===== src/rtl/tmop_defs.svh =====
// Constants for the touch object message protocol block.
// Functional notes
// Host issues reset, calibrate or backup only by writing the command object.
// Optional objects stay inactive until the host sets their enable.
// Host sets report enable before any command that writes non-volatile memory.
// Finished NVM write with reporting on queues a message and asserts pending. In HID mode the code queues the message but leaves pending high.
// Host checks the pending message's report id before driving reset.
// All status is held as messages in the message queue object.
// In plain I2C mode pending asserts whenever a new message appears.
// In HID mode queued messages are pushed to the host automatically.
// Host waits for notification and does not poll.
// Debug port is off after reset, enabled only by the command object.
// While debug port is on, the device owns those pins, alternates blocked.
// Diagnostic debug data is readable through the diagnostic object.
// Power-up pin fault test completes before the high voltage supply enables.
// Enabled self test repeats at a set interval, reporting pass and/or fail.
// Self test results go to messages or to a configured output pin.
// Host limits configuration NVM writes to 10,000 over the lifetime.
// Zero fields are safe and disable; settings persist only after backup.
// Host derives report id ranges from the object table.
// Pending line is active low, released when all messages are read.
`ifndef TMOP_DEFS_SVH
`define TMOP_DEFS_SVH
`define TMOP_CMD_RESET 8'h01
`define TMOP_CMD_BACKUP 8'h02
`define TMOP_CMD_CALIBRATE 8'h03
`define TMOP_CMD_DEBUG_ON 8'h04
`define TMOP_CMD_DEBUG_OFF 8'h05
`define TMOP_RID_CMD 8'h01
`define TMOP_RID_SELFTEST 8'h02
`define TMOP_ST_PASS 8'hfe
`define TMOP_ST_FAIL 8'h11
`define TMOP_NVM_BUSY_CYC 16'h0040
`define TMOP_PINTEST_CYC 16'h0020
`define TMOP_Q_DEPTH 8
`define TMOP_Q_AW 3
`define TMOP_MSG_W 16
`define TMOP_TICK_CYC 16'h0064
`endif


===== src/rtl/tmop_pkg.sv =====
// Types for the touch object message protocol block.
package tmop_pkg;
    typedef enum logic [2:0] {TMOP_PINTEST, TMOP_IDLE, TMOP_NVM, TMOP_SELFTEST} tmop_state_t;
    typedef logic [15:0] tmop_msg_t;
endpackage


===== src/rtl/tmop_core.sv =====
// Object protocol core: command handling, message queue, debug port and self test.
`timescale 1ns/1ns
`include "tmop_defs.svh"
module tmop_core
(
    // Clock and reset.
    input wire logic core_clk_i,
    input wire logic resetn_i,
    // Mode selection.
    input wire logic hid_mode_i,
    // Command object write.
    input wire logic cmd_wr_i,
    input wire logic [7:0] cmd_data_i,
    input wire logic cmd_report_enable_bit_i,
    // Self test configuration.
    input wire logic selftest_enable_i,
    input wire logic [15:0] selftest_interval_i,
    input wire logic selftest_report_pass_i,
    input wire logic selftest_report_fail_i,
    input wire logic selftest_to_pin_i,
    input wire logic selftest_result_i,
    input wire logic pin_fault_i,
    // Message queue read by the host.
    input wire logic msg_rd_i,
    output tmop_pkg::tmop_msg_t msg_data_o,
    output logic msg_valid_o,
    output logic msg_pending_n_o,
    // HID push stream.
    input wire logic hid_ready_i,
    output logic hid_valid_o,
    // Diagnostic data object read.
    input wire logic [7:0] diag_sample_i,
    output logic [7:0] diag_data_object_o,
    // Status and pins.
    output logic config_error_flag_o,
    output logic hv_enable_o,
    output logic debug_port_en_o,
    output logic alt_func_block_o,
    output logic selftest_pin_o,
    output logic soft_reset_o,
    output logic calibrate_o
);
    import tmop_pkg::*;

    tmop_state_t state, next_state;
    logic [15:0] cnt, next_cnt;
    logic [15:0] tick, next_tick;
    logic [2:0] wptr, next_wptr, rptr, next_rptr;
    logic [3:0] fill, next_fill;
    logic nvm_rpt, next_nvm_rpt;
    logic dbg, next_dbg;
    logic hv, next_hv;
    logic stpin, next_stpin;
    logic rst_p, next_rst_p, cal_p, next_cal_p;
    logic push;
    tmop_msg_t push_msg;
    logic pop;
    logic [7:0] diag, next_diag;
    logic vld, next_vld;
    logic pend_n, next_pend_n;
    logic hvld, next_hvld;

    // Pop on host read in I2C mode, or on accepted push in HID mode.
    // Only a head that already stands on the data output may leave, so no stale word is handed over.
    assign pop = hid_mode_i ? (hvld && hid_ready_i) : (vld && msg_rd_i);

    // Control state machine. Commands are only accepted from the command object input.
    always_comb
    begin
        next_state = state;
        next_cnt = cnt;
        next_tick = tick;
        next_nvm_rpt = nvm_rpt;
        next_dbg = dbg;
        next_hv = hv;
        next_stpin = stpin;
        next_rst_p = 1'b0;
        next_cal_p = 1'b0;
        push = 1'b0;
        push_msg = 16'h0000;
        case (state)
            TMOP_PINTEST:
            begin
                // High voltage stays off until the pin test has run to the end.
                next_cnt = cnt + 16'h0001;
                if (cnt == `TMOP_PINTEST_CYC)
                begin
                    next_state = TMOP_IDLE;
                    next_cnt = 16'h0000;
                    next_hv = ~pin_fault_i;
                    push = 1'b1;
                    push_msg = {`TMOP_RID_SELFTEST, pin_fault_i ? `TMOP_ST_FAIL : `TMOP_ST_PASS};
                end
            end
            TMOP_IDLE:
            begin
                if (cmd_wr_i)
                begin
                    if (cmd_data_i == `TMOP_CMD_BACKUP)
                    begin
                        next_state = TMOP_NVM;
                        next_cnt = 16'h0000;
                        next_nvm_rpt = cmd_report_enable_bit_i;
                    end
                    else if (cmd_data_i == `TMOP_CMD_RESET)
                    begin
                        next_rst_p = 1'b1;
                    end
                    else if (cmd_data_i == `TMOP_CMD_CALIBRATE)
                    begin
                        next_cal_p = 1'b1;
                    end
                    else if (cmd_data_i == `TMOP_CMD_DEBUG_ON)
                    begin
                        next_dbg = 1'b1;
                    end
                    else if (cmd_data_i == `TMOP_CMD_DEBUG_OFF)
                    begin
                        next_dbg = 1'b0;
                    end
                end
                // Periodic self test only runs once enabled; a zero interval disables it.
                else if (selftest_enable_i && (selftest_interval_i != 16'h0000))
                begin
                    next_tick = tick + 16'h0001;
                    if (tick >= selftest_interval_i - 16'h0001)
                    begin
                        next_tick = 16'h0000;
                        next_state = TMOP_SELFTEST;
                    end
                end
            end
            TMOP_NVM:
            begin
                next_cnt = cnt + 16'h0001;
                if (cnt == `TMOP_NVM_BUSY_CYC)
                begin
                    next_state = TMOP_IDLE;
                    push = nvm_rpt;
                    push_msg = {`TMOP_RID_CMD, 8'h00};
                end
            end
            default:
            begin
                // Report as configured, either as a message or on the pin.
                next_state = TMOP_IDLE;
                if (selftest_to_pin_i)
                begin
                    next_stpin = ~selftest_result_i;
                end
                else if ((selftest_result_i && selftest_report_pass_i) ||
                         (!selftest_result_i && selftest_report_fail_i))
                begin
                    push = 1'b1;
                    push_msg = {`TMOP_RID_SELFTEST, selftest_result_i ? `TMOP_ST_PASS : `TMOP_ST_FAIL};
                end
            end
        endcase
    end

    // Queue pointers. A full queue drops the newest message rather than overwrite unread ones.
    always_comb
    begin
        next_wptr = wptr;
        next_rptr = rptr;
        next_fill = fill;
        if (push && (fill != 4'(`TMOP_Q_DEPTH)))
        begin
            next_wptr = wptr + 3'h1;
        end
        if (pop)
        begin
            next_rptr = rptr + 3'h1;
        end
        next_fill = fill + {3'h0, (push && (fill != 4'(`TMOP_Q_DEPTH)))} - {3'h0, pop};
        next_diag = dbg ? diag : diag_sample_i;
        // The head word needs one edge through the registered read port, so valid trails a first write.
        next_vld = (fill > {3'h0, pop});
        next_pend_n = !(next_vld && !hid_mode_i);
        next_hvld = next_vld && hid_mode_i;
    end

    // Registers for all of the above.
    always_ff @(posedge core_clk_i or negedge resetn_i)
    begin
        if (!resetn_i)
        begin
            state <= TMOP_PINTEST;
            cnt <= 16'h0000;
            tick <= 16'h0000;
            nvm_rpt <= 1'b0;
            dbg <= 1'b0;
            hv <= 1'b0;
            stpin <= 1'b0;
            rst_p <= 1'b0;
            cal_p <= 1'b0;
            wptr <= 3'h0;
            rptr <= 3'h0;
            fill <= 4'h0;
            diag <= 8'h00;
            vld <= 1'b0;
            pend_n <= 1'b1;
            hvld <= 1'b0;
        end
        else
        begin
            state <= next_state;
            cnt <= next_cnt;
            tick <= next_tick;
            nvm_rpt <= next_nvm_rpt;
            dbg <= next_dbg;
            hv <= next_hv;
            stpin <= next_stpin;
            rst_p <= next_rst_p;
            cal_p <= next_cal_p;
            wptr <= next_wptr;
            rptr <= next_rptr;
            fill <= next_fill;
            diag <= next_diag;
            vld <= next_vld;
            pend_n <= next_pend_n;
            hvld <= next_hvld;
        end
    end

    // Memory read address leads by one so data is ready as the pointer moves.
    tmop_msg_mem u_mem
    (
        .core_clk_i(core_clk_i),
        .wr_en_i(push && (fill != 4'(`TMOP_Q_DEPTH))),
        .wr_addr_i(wptr),
        .wr_data_i(push_msg),
        .rd_addr_i(next_rptr),
        .rd_data_o(msg_data_o)
    );

    // Outputs straight from flip-flops, except the config error flag, which is tied low.
    assign msg_valid_o = vld;
    assign hid_valid_o = hvld;
    assign msg_pending_n_o = pend_n;
    assign diag_data_object_o = diag;
    assign config_error_flag_o = 1'b0;
    assign hv_enable_o = hv;
    assign debug_port_en_o = dbg;
    assign alt_func_block_o = dbg;
    assign selftest_pin_o = stpin;
    assign soft_reset_o = rst_p;
    assign calibrate_o = cal_p;
endmodule


===== src/rtl/tmop_msg_mem.sv =====
// Small message memory with registered read data.
`timescale 1ns/1ns
module tmop_msg_mem
(
    // Clock.
    input wire logic core_clk_i,
    // Write side.
    input wire logic wr_en_i,
    input wire logic [2:0] wr_addr_i,
    input wire logic [15:0] wr_data_i,
    // Read side.
    input wire logic [2:0] rd_addr_i,
    output logic [15:0] rd_data_o
);
    logic [15:0] mem [0:7];

    // Storage and registered read; no reset so it maps to memory.
    always_ff @(posedge core_clk_i)
    begin
        if (wr_en_i)
        begin
            mem[wr_addr_i] <= wr_data_i;
        end
        rd_data_o <= mem[rd_addr_i];
    end
endmodule


===== config.mk =====
export PLATFORM = sky130hd
export DESIGN_NAME = tmop_core
export DESIGN_NICKNAME = d
export VERILOG_FILES = /design/src/rtl/tmop_pkg.sv /design/src/rtl/tmop_core.sv /design/src/rtl/tmop_msg_mem.sv
export VERILOG_INCLUDE_DIRS = /design/src /design/src/rtl
export SDC_FILE = /design/constraint.sdc
export NUM_CORES = 1
export LEC_CHECK = 0
export BUFFER_PORTS_ARGS = -buffer_cell sky130_fd_sc_hd__buf_2
export CAP_MARGIN = 20
export CORE_ASPECT_RATIO = 1.5
export CORE_MARGIN = 4
export CORE_UTILIZATION = 55
export DETAILED_ROUTE_END_ITERATION = 12
export GPL_TIMING_DRIVEN = 1
export PLACE_DENSITY = 0.85
export SYNTH_ARGS = -nofsm -noshare
export SYNTH_HDL_FRONTEND = slang
export SYNTH_SLANG_ARGS = --single-unit
export TNS_END_PERCENT = 30

===== constraint.sdc =====
create_clock -name core_clk_i -period 4.8 [get_ports core_clk_i]
set_input_delay 0.48 -clock core_clk_i [delete_from_list [all_inputs] [get_ports core_clk_i]]
set_output_delay 0.48 -clock core_clk_i [all_outputs]
set_load 0.05 [all_outputs]

### Word-level counts from Yosys, hierarchy flattened

Memories as Yosys holds them, arrays and structs flattened. A register that Yosys moved wholly into a read port is not among the register bits.
Index checks and enable logic that the tools add are counted.

* input bits: 45
* logic and storage cells: 114
* bits in writable memories: 80
* memories: 1
* bits in registers: 78
* output and inout bits: 34

* equal/unequal tests: 17
* mux-type cells: 39
* add/sub/neg operators: 7
* order comparisons: 2
* bitwise gates (word level): 7
* reduce and logical (&&, ||, !) cells: 24

Memory list
* u_mem.mem: words 8, width 10, read ports 1, clocked after Yosys merged registers in 1, write ports 1, RTL line tmop_msg_mem.sv:15 `logic [15:0] mem [0:7];`

Operator list (count)
* $mux W16: 4
* $pmux W16 S3: 1
* $add A16 B1 Y16 const B: 2
* $mux W10: 3
* $pmux W10 S3: 1
* $mux W3: 7
* $mux W1: 18
* $eq A16 B6 Y1 const B: 1
* $eq A16 B7 Y1 const B: 1
* $eq A8 B2 Y1 const B: 2
* $eq A8 B3 Y1 const B: 2
* $ge A16 B16 Y1: 1
* $mux W8: 2
* $reduce_bool A16 Y1: 1
* $sub A16 B1 Y16 const B: 1
* $mux W9: 1
* $ne A3 B3 Y1 const B: 3
* $pmux W3 S3: 1
* $reduce_and A3 Y1: 3
* $eq A8 B1 Y1 const B: 1
* $logic_and A1 B1 Y1: 8
* $ne A2 B2 Y1 const B: 4
* $not A1 Y1: 7
* $add A3 B1 Y3 const B: 2
* other kinds (16): 19

### Longest topological paths before layout

Gate-level depths: netlist of the first run.

* depth after elaboration: 9
* gate-level depth with buffers: 14
* gate-level depth less buffers: 12

### Hierarchy

A second synthesis of the first run with hierarchy kept.

* cell total of the unflattened synthesis: 624
* area, all modules: 9251.4 um^2

By module, submodules not included
* tmop_msg_mem: sequential area each 4164.0 um^2, instances 1, cells an instance 214, area an instance 5293.8 um^2
* tmop_core: sequential area each 1527.7 um^2, instances 1, cells an instance 410, area an instance 3957.5 um^2

### Worst setup path after synthesis of the first run

No wires, ideal clock.

* path type: in2reg
* start: in selftest_interval_i[5]
* end: reg tick[0]
* library setup time: 66 ps
* required time: 4734 ps
* arrival time: 3371 ps
* path buffers: 1
* slack: 1363 ps
* cell stages on the path: 12
* cells stage by stage: nor4_1 nor4b_1 nand2b_1 nor4_1 xnor2_1 ha_1 a21oi_1 a21oi_1 or4_1 clkbuf_1 nor2_1 mux2_2

* cells in the longest elaborated chain, start to end: 3
* elaborated cells between the ends (all ways): 6

RTL lines
* start: declaration: RTL line tmop_core.sv:17 `input wire logic [15:0] selftest_interval_i,`
* $sub A16 B1 Y16 / $reduce_bool A16 Y1 (equally long branches): RTL line tmop_core.sv:126, tmop_core.sv:123
* $ge A16 B16 Y1 / $logic_and A1 B1 Y1 (equally long branches): RTL line tmop_core.sv:126, tmop_core.sv:123
* $mux W16 / $reduce_and A3 Y1 (equally long branches)
* end signal: assignment: RTL line tmop_core.sv:209 `tick <= next_tick;`
* end: declaration: RTL line tmop_core.sv:47 `logic [15:0] tick, next_tick;`

Parallel ways exist; a longest one is shown, timed or not.
A chain may end at the register's enable or synchronous reset.

### Worst setup path after layout of the first run

Ends and elaborated chain as after synthesis.

==> impl_results.md, run 1 <==
* Status: complete, no violations
* H-tree level count at 3
* Max-slew violation count at 0
* Sw Pwr at ~710 uW
* First-pass GRT wire length at between 15 and 20 mm
* RSZ-0062 raised after global routing: false
* GRT Total Usage at about a fifth
* Critical Path RT at 5090 ps
* Total gr overflow at 0
* FP Rows at 43
* Die width at 88.3 um
* Min setup slack post-route at 1170 ps
* CTS tree: built
* Distinct cell type count after synthesis at 59
* NumNets Final at 631
* Layout cell share with drive strength beyond 1 at 20.8%
* Core footprint at approximately 9400 sq um
* Async set-reset flop share out of synthesis at about 63%
* Via density at between 5 and 6
* Rel. slew slack at approximately 30%
* Post-CTS Setup Inserts at 0
* Drt pass-1 iters at 4
* Post-route core utilization at 64.3%
* Max Clk Rate at between 200 and 300 MHz
* Crit path launch: selftest_interval_i[5]
* CTS clk-pin slew, worst paths at 70 ps
* Syn Inst Count at 484
* Post-Synthesis Cell Area at approximately 5300 sq um
* Multi-input logic area at approximately 2500 sq um
* Max IR drop VDD at 0.000442 V
* Initial DRC count at about 260
* Antenna diodes at 0
* Vias in the first global route at between 3000 and 4000
* Sequential share of the synthesized area at about half
* Period utilization at 75.6%
* Fillcell total at 744
* Post-CTS Hold Buffers at 0
* Max Cap Viol at 0
* Pre-CTS WS at 841 ps
* FF+latch area at between 2000 and 3000 sq um
* Post-synth EDFFs at 32
* Mean Syn Cell Area at 11.0 sq um
* Post-synth top area share at 28.2%
* Post-CTS sizing at 0
* Worst hold path class: primary input to asynchronous set/reset pin
* Max Root-Sink Buffers at 2
* Starting density of the core at between 50% and 60%
* Hold Vio Cnt, Final at 0
* Clock share of power at between 30% and 40%
* IO Port Bufs at 71
* Worst EP arrival at slightly below 4000 ps
* Max FO, Critical Path at 8
* Setup violations, final at 0
* Clock Skew at around 6.4 ps
* Ports at 79
* Largest net degree at the start of global routing at 62
* Die Y at around 130 um
* Leading register cell type out of synthesis: dfrtp_1
* CTS Sinks at 97
* Power per Cell Area at approximately 380 nW/um^2
* Routed Wire Length at approximately 11 mm
* Total negative slack at 0 ps
* Period minus WS final at around 3600 ps
* Area leader, netlist: dfrtp_1
* Net Sw Frac at between 30% and 40%
* Slew @ Worst Pin at 1040 ps
* Drt drc at 0
* Leak Pwr at about 2.7 nW
* Routability cong. at approximately 0.83
* ANT nets after route at 0
* Element type at the critical path end: flop
* Die Area at between 10000 and 15000 sq um
* CP Launch Type: primary input
* Reg2reg start: cnt[0]
* Clock Tree Root: clkbuf_16
* Initial antenna violation count at 0
* Area Growth Syn to Fin at 13.2%
* Inserted Clock Buffers at 9
* Kind of critical path: primary input to flop
* Clock Latency Late Sink at ~340 ps
* Internal at 1.55 mW
* Ys Warns at 0
* Sequential share of power at about two fifths
* Comb power frac at a little over a quarter
* Via count at approximately 3900
* Hpwl dp at ~8.4 mm
* Largest cells by area after synthesis: dfrtp_1, edfxtp_1, ha_1
* #FFs+latches synth at 97
* DR WL/cell at roughly 17 um
==> cells in the final DEF (no fill, tap or decap), types with 3 or more instances in the layout <==
| master | count |
|---|---|
| a21o_1 | 4 |
| a21oi_1 | 10 |
| a22o_1 | 6 |
| a31oi_1 | 4 |
| and2_1 | 4 |
| and3_1 | 14 |
| and4_1 | 4 |
| buf_2 | 71 |
| clkbuf_16 | 9 |
| conb_1 | 7 |
| dfrtp_1 | 60 |
| dfxtp_1 | 4 |
| edfxtp_1 | 32 |
| ha_1 | 33 |
| inv_1 | 27 |
| mux2_2 | 11 |
| mux2i_1 | 20 |
| mux4_2 | 4 |
| nand2_1 | 40 |
| nand2b_1 | 7 |
| nand3_1 | 10 |
| nand4_1 | 11 |
| nor2_1 | 23 |
| nor2b_1 | 6 |
| nor3_1 | 11 |
| nor3b_1 | 3 |
| nor4_1 | 7 |
| nor4b_1 | 8 |
| o21ai_0 | 26 |
| o21ai_1 | 12 |
| o31ai_1 | 4 |
| xnor2_1 | 16 |
| xor2_1 | 12 |
==> registers in the layout (all words and copies together), names as in the netlist <==
signal / flops
u_mem.mem: 32
cnt: 16
tick: 16
diag_data_object_o: 8
fill: 4
u_mem.rd_data_o: 4
rptr: 3
wptr: 3
state: 2
alt_func_block_o: 1
calibrate_o: 1
hid_valid_o: 1
hv_enable_o: 1
msg_pending_n_o: 1
msg_valid_o: 1
nvm_rpt: 1
selftest_pin_o: 1
soft_reset_o: 1
==> synthesized netlist by cell type (5+ instances only) <==
cell type,count
a21oi_1,10
a22o_1,6
and3_1,14
buf_4,15
clkbuf_1,5
dfrtp_1,60
edfxtp_1,32
ha_1,33
inv_1,27
mux2_2,11
mux2i_1,20
nand2_1,40
nand2b_1,7
nand3_1,10
nand4_1,11
nor2_1,23
nor2b_1,6
nor3_1,11
nor4_1,7
nor4b_1,8
o21ai_0,26
o21ai_1,12
xnor2_1,16
xor2_1,12
==> routing by layer <==
layer,global-route usage [%],share of wire (%),vias to the layer above
met5,0,0,-
met4,7.83,2.3,0
met3,4.55,3.9,24
met2,38.7,57,94
met1,22.6,37,1950
li1,-,-,1875
==> worst max-delay path, stage by stage <==
cell      delay (ps)
buf_2            110
nor4_1           440
nor4b_1          450
nand2b_1         190
nor4_1           270
xnor2_1          160
ha_1             280
a21oi_1          130
a21oi_1           70
or4_1            670
nor2_1           410
mux2_2           240
==> path summary, 6_finish.rpt <==
| check | slack [ps] | endpoint | cells after the start |
|---|---|---|---|
| worst max-delay path | 1170 | tick[0] | 12 |
| worst min-delay path | 290 | cnt[9] | 2 |
| worst max register to register | 1420 | u_mem.mem[6][7] | 8 |
| worst min register to register | 490 | selftest_pin_o | 2 |
| max in group asynchronous | 3980 | diag_data_object_o[3] | 2 |
| min in group core_clk_i | 340 | soft_reset_o | 2 |
==> per-stage QoR <==
| step | total power [mW] | hold slack, ps | cell area [sq um] | cells |
|---|---|---|---|---|
| 6_report | 2.26 | 291 | 6020 | 669 |
| 3_5_place_dp | 1.54 | 477 | 5700 | 652 |
| 2_1_floorplan | 1.43 | 184 | 5340 | 490 |
| 5_1_grt | 2.38 | 336 | 6020 | 669 |
| 3_3_place_gp | 1.50 | 463 | 5700 | 652 |
| 4_1_cts | 2.27 | 324 | 6010 | 668 |
==> area by class of cell <==
cell class | instances | share of cell area (%)
sequential | 97 | 42.6
clock buffer | 12 | 4.26
tap | 112 | 2.33
inverter | 27 | 1.68
multi-input combinational | 343 | 41.9
clock inverter | 4 | 0.831
timing repair buffer | 74 | 6.40
==> cells by family (layout without fill, tap and decap cells) <==
| logic type | after synthesis | in the layout | share of synthesized area (%) |
|---|---|---|---|
| muxes | 35 | 35 | 7.78 |
| xor gates and xnor gates | 29 | 29 | 4.92 |
| other | 1 | 7 | 0.0705 |
| adders and majority gates | 34 | 34 | 8.14 |
| and+or+nand+nor | 160 | 160 | 16.6 |
| AOI/OAI and AO/OA | 78 | 78 | 9.43 |
| DFF | 97 | 97 | 48.3 |
| buffers and inverters | 50 | 117 | 4.75 |
==> power groups by stage <==
stage | Clock [mW] | Combinational (mW) | Sequential, mW
2_1_floorplan | 0 | 0.412 | 1.01
3_3_place_gp | 0 | 0.556 | 0.947
3_5_place_dp | 0 | 0.586 | 0.951
4_1_cts | 0.747 | 0.590 | 0.935
5_1_grt | 0.784 | 0.658 | 0.941
6_report | 0.736 | 0.595 | 0.934
No activity file was read; power rests on OpenSTA's default activity.
==> run 2, diff against run 1 <==
--- a/config.mk
+++ b/config.mk
@@ -6,6 +6,7 @@
 export SDC_FILE = /design/constraint.sdc
 export NUM_CORES = 1
 export LEC_CHECK = 0
+export ABC_AREA = 1
 export BUFFER_PORTS_ARGS = -buffer_cell sky130_fd_sc_hd__buf_2
 export CAP_MARGIN = 20
 export CORE_ASPECT_RATIO = 1.5
==> constraint.sdc (replaced) <==
create_clock -name core_clk_i -period 3.8 [get_ports core_clk_i]
set_input_delay 0.38 -clock core_clk_i [delete_from_list [all_inputs] [get_ports core_clk_i]]
set_output_delay 0.38 -clock core_clk_i [all_outputs]
set_load 0.05 [all_outputs]
==> impl_results.md, run 2 <==
* Hpwl dp at 9.80 mm (was 8.36 mm)
* Comb power frac at 43.5% (was 26.3%)
* Via count at 4871 (was 3943)
* H-tree level count at 3 (unchanged)
* CP Cell Sequence: inv_1 > ha_1 > inv_1 > nor2_1 > nand3_1 > nand2_4 > nand2_4 > ha_1 > inv_1 > ha_1 > inv_1 > fa_1 > xnor2_1 (was buf_2 > nor4_1 > nor4b_1 > nand2b_1 > nor4_1 > xnor2_1 > ha_1 > a21oi_1 > a21oi_1 > or4_1 > nor2_1 > mux2_2)
* Initial DRC count at 337 (was 258)
* Area leader, netlist: dfrtp_1 (unchanged)
* Critical Path RT at 4060 ps (was 5090 ps)
* Metal-1 WL at 4.58 mm (was 4.18 mm)
* Ys Warns at 0 (unchanged)
* Largest registers: u_mem.mem (32), cnt (16), tick (16) (unchanged)
* Total negative slack at 0 ps (unchanged)
* RSZ-0062 raised after global routing: false (unchanged)
* Syn Inst Count at 710 (was 484)
* CTS clk-pin slew, worst paths at 60 ps (was 70 ps)
* Slew @ Worst Pin at 950 ps (was 1040 ps)
* CP Launch Type: flop (was primary input)
* Max-slew violation count at 0 (unchanged)
* Period utilization at about 77%
* Max Cap Viol at 0 (unchanged)
* CP top delay family: adder cells (was simple AND/OR/NAND/NOR gates)
* Crit path launch: state[0] (was selftest_interval_i[5])
* Most instantiated library cell after synthesis: nand2_1 (was dfrtp_1)
* Period minus WS final at a little under 3000 ps
* Core footprint at 10200 sq um (was 9360 sq um)
* Inserted Clock Buffers at 9 (unchanged)
* Post-synth top area share at 25.6% (was 28.2%)
* Routed Wire Length at 12.7 mm (was 11.2 mm)
* Internal at 2.22 mW (was 1.55 mW)
* FP Rows at 45 (was 43)
* Vias in the first global route at 4822 (was 3960)
* Fillcell total at 870 (was 744)
* Drt drc at 0 (unchanged)
* Area Growth Syn to Fin at 11.4% (was 13.2%)
* Layout cell share with drive strength beyond 1 at 17.1% (was 20.8%)
* Max Clk Rate at roughly 340 MHz
* Final hold slack at 83.0 ps (was 291 ps)
* Hold Vio Cnt, Final at 0 (unchanged)
* Clock share of power at 20.8% (was 32.5%)
* Setup violations, final at 0 (unchanged)
* Starting density of the core at 57.2% (was 56.8%)
* Routability cong. at 0.926 (was 0.834)
* Crit path largest cell delay at 480 ps (was 670 ps)
* Max layer used: met4 (unchanged)
* Max reg flops at 32 (unchanged)
* Die Area at 12400 sq um (was 11300 sq um)
* Kind of critical path: flop to flop (was primary input to flop)
* Ports at 79 (unchanged)
* Commonest non-fill, non-tap cell in the layout: nand2_1 (was buf_2)
* Drt pass-1 iters at 5 (was 4)
* Async set-reset flop share out of synthesis at 62.9% (unchanged)
* Via density at 5.29 (was 5.89)
* Die width at 92.3 um (was 88.3 um)
* Max FO, Critical Path at 13 (was 8)
* Rel. slew slack at 36.2% (was 29.6%)
* Total gr overflow at 0 (unchanged)
* Clock Tree Root: clkbuf_16 (unchanged)
* Clock Latency Late Sink at 360 ps (was 340 ps)
* Max Root-Sink Buffers at 2 (unchanged)
* Initial antenna violation count at 0 (unchanged)
* GRT Total Usage at 21.4% (was 20.8%)
* Net Sw Frac at 44.4% (was 31.3%)
* Post-Synthesis Cell Area at 5860 sq um (was 5320 sq um)
* Critical-path top delay cell: ha_1 (was or4_1)
* Most frequent CP cell: inv_1
* Sequential share of the synthesized area at 43.8% (was 48.3%)
* Most flops, register: u_mem.mem (unchanged)
* CTS Sinks at 97 (unchanged)
* NumNets Final at 853 (was 631)
* Largest net degree at the start of global routing at 34 (was 62)
* Post-CTS Setup Inserts at 0 (unchanged)
* Met2 Wirelength at 7.14 mm (was 6.36 mm)
* Leading register cell type out of synthesis: dfrtp_1 (unchanged)
* Leak Pwr at 3.17 nW (was 2.70 nW)
* Worst EP arrival at 3180 ps (was 3910 ps)
* Largest cells by area after synthesis: dfrtp_1, edfxtp_1, nand2_1 (was dfrtp_1, edfxtp_1, ha_1)
* Post-CTS sizing at 0 (unchanged)
* CTS tree: built (unchanged)
* Worst hold path class: primary input to asynchronous set/reset pin (unchanged)
* Max IR drop VDD at 0.000306 V (was 0.000442 V)
* Clock Skew at 8.84 ps (was 6.36 ps)
* Post-synth EDFFs at 32 (unchanged)
* Antenna diodes at 0 (unchanged)
* Sw Pwr at 1.77 mW (was 710 uW)
* Element type at the critical path end: flop (unchanged)
* Power per Cell Area at 611 nW/um^2 (was 376 nW/um^2)
* IO Port Bufs at 71 (unchanged)
* Critical path buffers and inverters at 4 (was 1)
* Mean Syn Cell Area at 8.26 sq um (was 11.0 sq um)
* First-pass GRT wire length at 21.1 mm (was 18.4 mm)
* Reg2reg start: state[0] (was cnt[0])
* Post-CTS Hold Buffers at 0 (unchanged)
* DR WL met3 at 618 um (was 435 um)
* DR WL/cell at 13.8 um (was 16.8 um)
* #FFs+latches synth at 97 (unchanged)
* Most frequent cells in the layout: nand2_1, inv_1, buf_2, nor2_1, dfrtp_1 (was buf_2, dfrtp_1, nand2_1, ha_1, edfxtp_1)
* Sequential share of power at 35.6% (was 41.2%)
* ANT nets after route at 0 (unchanged)
* Status: complete, no violations (unchanged)
* Die Y at 134 um (was 128 um)
* Synth top cells by count: nand2_1, inv_1, nor2_1 (was dfrtp_1, nand2_1, ha_1)
* Distinct cell type count after synthesis at 44 (was 59)
==> run 2: metrics by stage <==
stage / setup WS [ps] / util, % / power [mW] / std cells / cell area (sq um)
4_1_cts: 862 / 63.6 / 3.99 / 919 / 6510
5_1_grt: 697 / 63.7 / 4.26 / 920 / 6530
3_3_place_gp: 1030 / 61.0 / 3.05 / 903 / 6250
6_report: 883 / 63.7 / 3.99 / 920 / 6530
3_5_place_dp: 903 / 61.0 / 3.15 / 903 / 6250
2_1_floorplan: 1330 / - / 2.79 / 716 / 5880
==> run 2: cell type report <==
cell class                 instances  area (sq um)  share of cell area [%]
multi-input combinational        498          2780                    42.6
clock buffer                      11           233                    3.56
inverter                          95           357                    5.46
tap                              141           176                    2.70
sequential                        97          2570                    39.3
clock inverter                     5          32.5                   0.498
timing repair buffer              73           378                    5.79
==> run 2: cell families after synthesis <==
group	after synthesis	synth area share [%]
AO/OA/AOI/OAI	79	8.54
XOR/XNOR	31	4.76
adder cells (fa/ha/maj)	34	7.39
buffers and inverters	121	9.07
flip-flops	97	43.8
multiplexers	1	0.192
other	1	0.0640
AND/OR/NAND/NOR	346	26.2
==> run 2: power groups by stage <==
stage | combinational [mW] | clock [mW] | sequential [mW]
after global routing | 1.93 | 0.890 | 1.44
after CTS | 1.73 | 0.838 | 1.42
after global placement | 1.63 | 0 | 1.42
after detailed placement | 1.71 | 0 | 1.43
after floorplan | 1.24 | 0 | 1.55
final | 1.74 | 0.831 | 1.42
==> run 2: worst paths after layout <==
kind	slack [ps]	end	cells past startpoint
max in group asynchronous	2820	diag_data_object_o[6]	2
setup reg to reg	880	fill[2]	13
hold / removal	80	fill[1]	1
setup / recovery	880	fill[2]	13
min in group core_clk_i	220	diag_data_object_o[0]	3
hold reg to reg	480	diag_data_object_o[1]	2
==> run 2: metal layers <==
layer / vias up / GRT usage [%]
met2: 133 / 40.8
met1: 2293 / 22.1
met4: 0 / 10.9
li1: 2415 / -
met3: 30 / 3.65
met5: - / 0
==> run 3, diff against run 2 <==
==> constraint.sdc (replaced) <==
create_clock -name core_clk_i -period 2.9 [get_ports core_clk_i]
set_input_delay 0.29 -clock core_clk_i [delete_from_list [all_inputs] [get_ports core_clk_i]]
set_output_delay 0.29 -clock core_clk_i [all_outputs]
set_load 0.05 [all_outputs]
==> impl_results.md, run 3 (synthesis results as in run 2) <==
* CTS Sinks at 97 (unchanged)
* Ports at 79 (unchanged)
* Hpwl dp at 10.0 mm (was 9.80 mm)
* Largest net degree at the start of global routing at 45 (was 34)
* Routability cong. at 0.889 (was 0.926)
* Max Cap Viol at 0 (unchanged)
* Most frequent cells in the layout: nand2_1, inv_1, buf_2, nor2_1, dfrtp_1 (unchanged)
* Worst hold path class: primary input to flop (was primary input to asynchronous set/reset pin)
* RSZ-0062 raised after global routing: false (unchanged)
* GR Layer Usage met3 at 4.26% (was 3.65%)
* CP Launch Type: flop (unchanged)
* Layout cell share with drive strength beyond 1 at 18.0% (was 17.1%)
* Setup violations, final at 0 (unchanged)
* Kind of critical path: flop to flop (unchanged)
* Final hold slack at 139 ps (was 83.0 ps)
* Max FO, Critical Path at 9 (was 13)
* Global routing's busiest layer: met2 (unchanged)
* Power per Cell Area at 796 nW/um^2 (was 611 nW/um^2)
* NumNets Final at 861 (was 853)
* Max reg flops at 32 (unchanged)
* CTS tree: built (unchanged)
* Most flops, register: u_mem.mem (unchanged)
* Starting density of the core at 57.2% (unchanged)
* Leak Pwr at 3.21 nW (was 3.17 nW)
* IO Port Bufs at 71 (unchanged)
* Multi-input logic area at 2780 sq um (unchanged)
* Total Power at 5.26 mW (was 3.99 mW)
* Status: complete, no violations (unchanged)
* Largest registers: u_mem.mem (32), cnt (16), tick (16) (unchanged)
* FP Rows at 45 (unchanged)
* Initial DRC count at 241 (was 337)
* DR WL/cell at 14.0 um (was 13.8 um)
* Drt drc at 0 (unchanged)
* Inserted Clock Buffers at 9 (unchanged)
* First-pass GRT wire length at 21.2 mm (was 21.1 mm)
* Clock Skew at 10.4 ps (was 8.84 ps)
* Fillcell total at 838 (was 870)
* Worst EP arrival at 2960 ps (was 3180 ps)
* Element type at the critical path end: flop (unchanged)
* Die width at 92.3 um (unchanged)
* Min setup slack post-route at 201 ps (was 883 ps)
* Max IR drop VDD at 0.000450 V (was 0.000306 V)
* Hold Vio Cnt, Final at 0 (unchanged)
* Routed Wire Length at 13.0 mm (was 12.7 mm)
* Clock Tree Root: clkbuf_16 (unchanged)
* Max Clk Rate at 371 MHz (was 343 MHz)
* Clock Latency Late Sink at 340 ps (was 360 ps)
* Area Growth Syn to Fin at 12.8% (was 11.4%)
* Total gr overflow at 0 (unchanged)
* Die Area at 12400 sq um (unchanged)
* ANT nets after route at 0 (unchanged)
* CTS clk-pin slew, worst paths at 70 ps (was 60 ps)
* Total negative slack at 0 ps (unchanged)
* Post-CTS Setup Inserts at 0 (unchanged)
* Core footprint at 10200 sq um (unchanged)
* Via density at 5.31 (was 5.29)
* Pre-CTS WS at 73.1 ps (was 903 ps)
* Via count at 4932 (was 4871)
* Drt pass-1 iters at 5 (unchanged)
* Die Y at 134 um (unchanged)
* Period minus WS final at 2700 ps (was 2920 ps)
* FF+latch area at 2570 sq um (unchanged)
* Max Root-Sink Buffers at 2 (unchanged)
* Critical Path RT at 3160 ps (was 4060 ps)
* Met1 usage at 21.1% (was 22.1%)
* Period utilization at 93.1% (was 76.8%)
* Max-slew violation count at 0 (unchanged)
* Met2 Use GR at 43.2% (was 40.8%)
* Commonest non-fill, non-tap cell in the layout: nand2_1 (unchanged)
* Initial antenna violation count at 1 (was 0)
* GRT Total Usage at 21.4% (about the same)
* Vias in the first global route at 4753 (was 4822)
* H-tree level count at 3 (unchanged)
==> run 3: stage by stage <==
stage,utilization [%],cell area (sq um),cells
global placement,61.5,6300,910
finish,64.5,6610,929
floorplan,-,5880,716
CTS,64.2,6580,926
detailed placement,61.5,6300,910
global route,64.5,6610,928
==> run 3: layout make-up <==
| cell class | count | share of cell area, % |
|---|---|---|
| Inverter | 95 | 5.39 |
| Clock inverter | 7 | 0.814 |
| Timing Repair Buffer | 81 | 6.74 |
| Multi-Input combinational cell | 498 | 42.1 |
| Clock buffer | 9 | 3.41 |
| Sequential cell | 97 | 38.8 |
| Antenna cell | 1 | 0.0378 |
| Tap cell | 141 | 2.67 |
==> run 3: layer usage <==
metal	vias to the layer above	wire length, um
met5	-	0
met4	0	255
met3	18	576
met2	145	7500
met1	2334	4640
li1	2435	-
==> run 3: final timing paths <==
kind | from | end | slack, ps | cells after the start
setup / recovery | cnt[0] | fill[2] | 200 | 15
hold / removal | diag_sample_i[5] | diag_data_object_o[5] | 140 | 3
setup reg to reg | cnt[0] | fill[2] | 200 | 15
hold reg to reg | diag_data_object_o[5] | diag_data_object_o[5] | 480 | 2
max in group asynchronous | resetn_i | diag_data_object_o[3] | 1870 | 4
min in group asynchronous | resetn_i | rptr[1] | 330 | 2
==> run 3: repair_timing <==
action / 4_1_cts / 5_1_grt
endpoints found under the hold margin: 0 / 6
setup endpoints to repair: 0 / 2
resized for setup: 0 / 1
hold buffers: 0 / 1
==> run 3: worst max-delay path: stages, from the launching register on <==
cell	delay, ps
dfrtp_1	410
inv_2	100
ha_1	190
nand3_1	130
nor2_2	130
nand2_2	100
nor2_4	140
a21oi_4	80
nand2_4	90
nand2_4	90
ha_1	300
inv_1	60
ha_1	170
inv_1	60
fa_1	370
xnor2_1	190
==> run 3: report_power, final <==
group | total, mW | internal, mW | switching [mW]
clock network | 1.12 | 0.591 | 0.531
registers | 1.86 | 1.65 | 0.203
logic | 2.29 | 0.677 | 1.61
total | 5.26 | 2.92 | 2.34
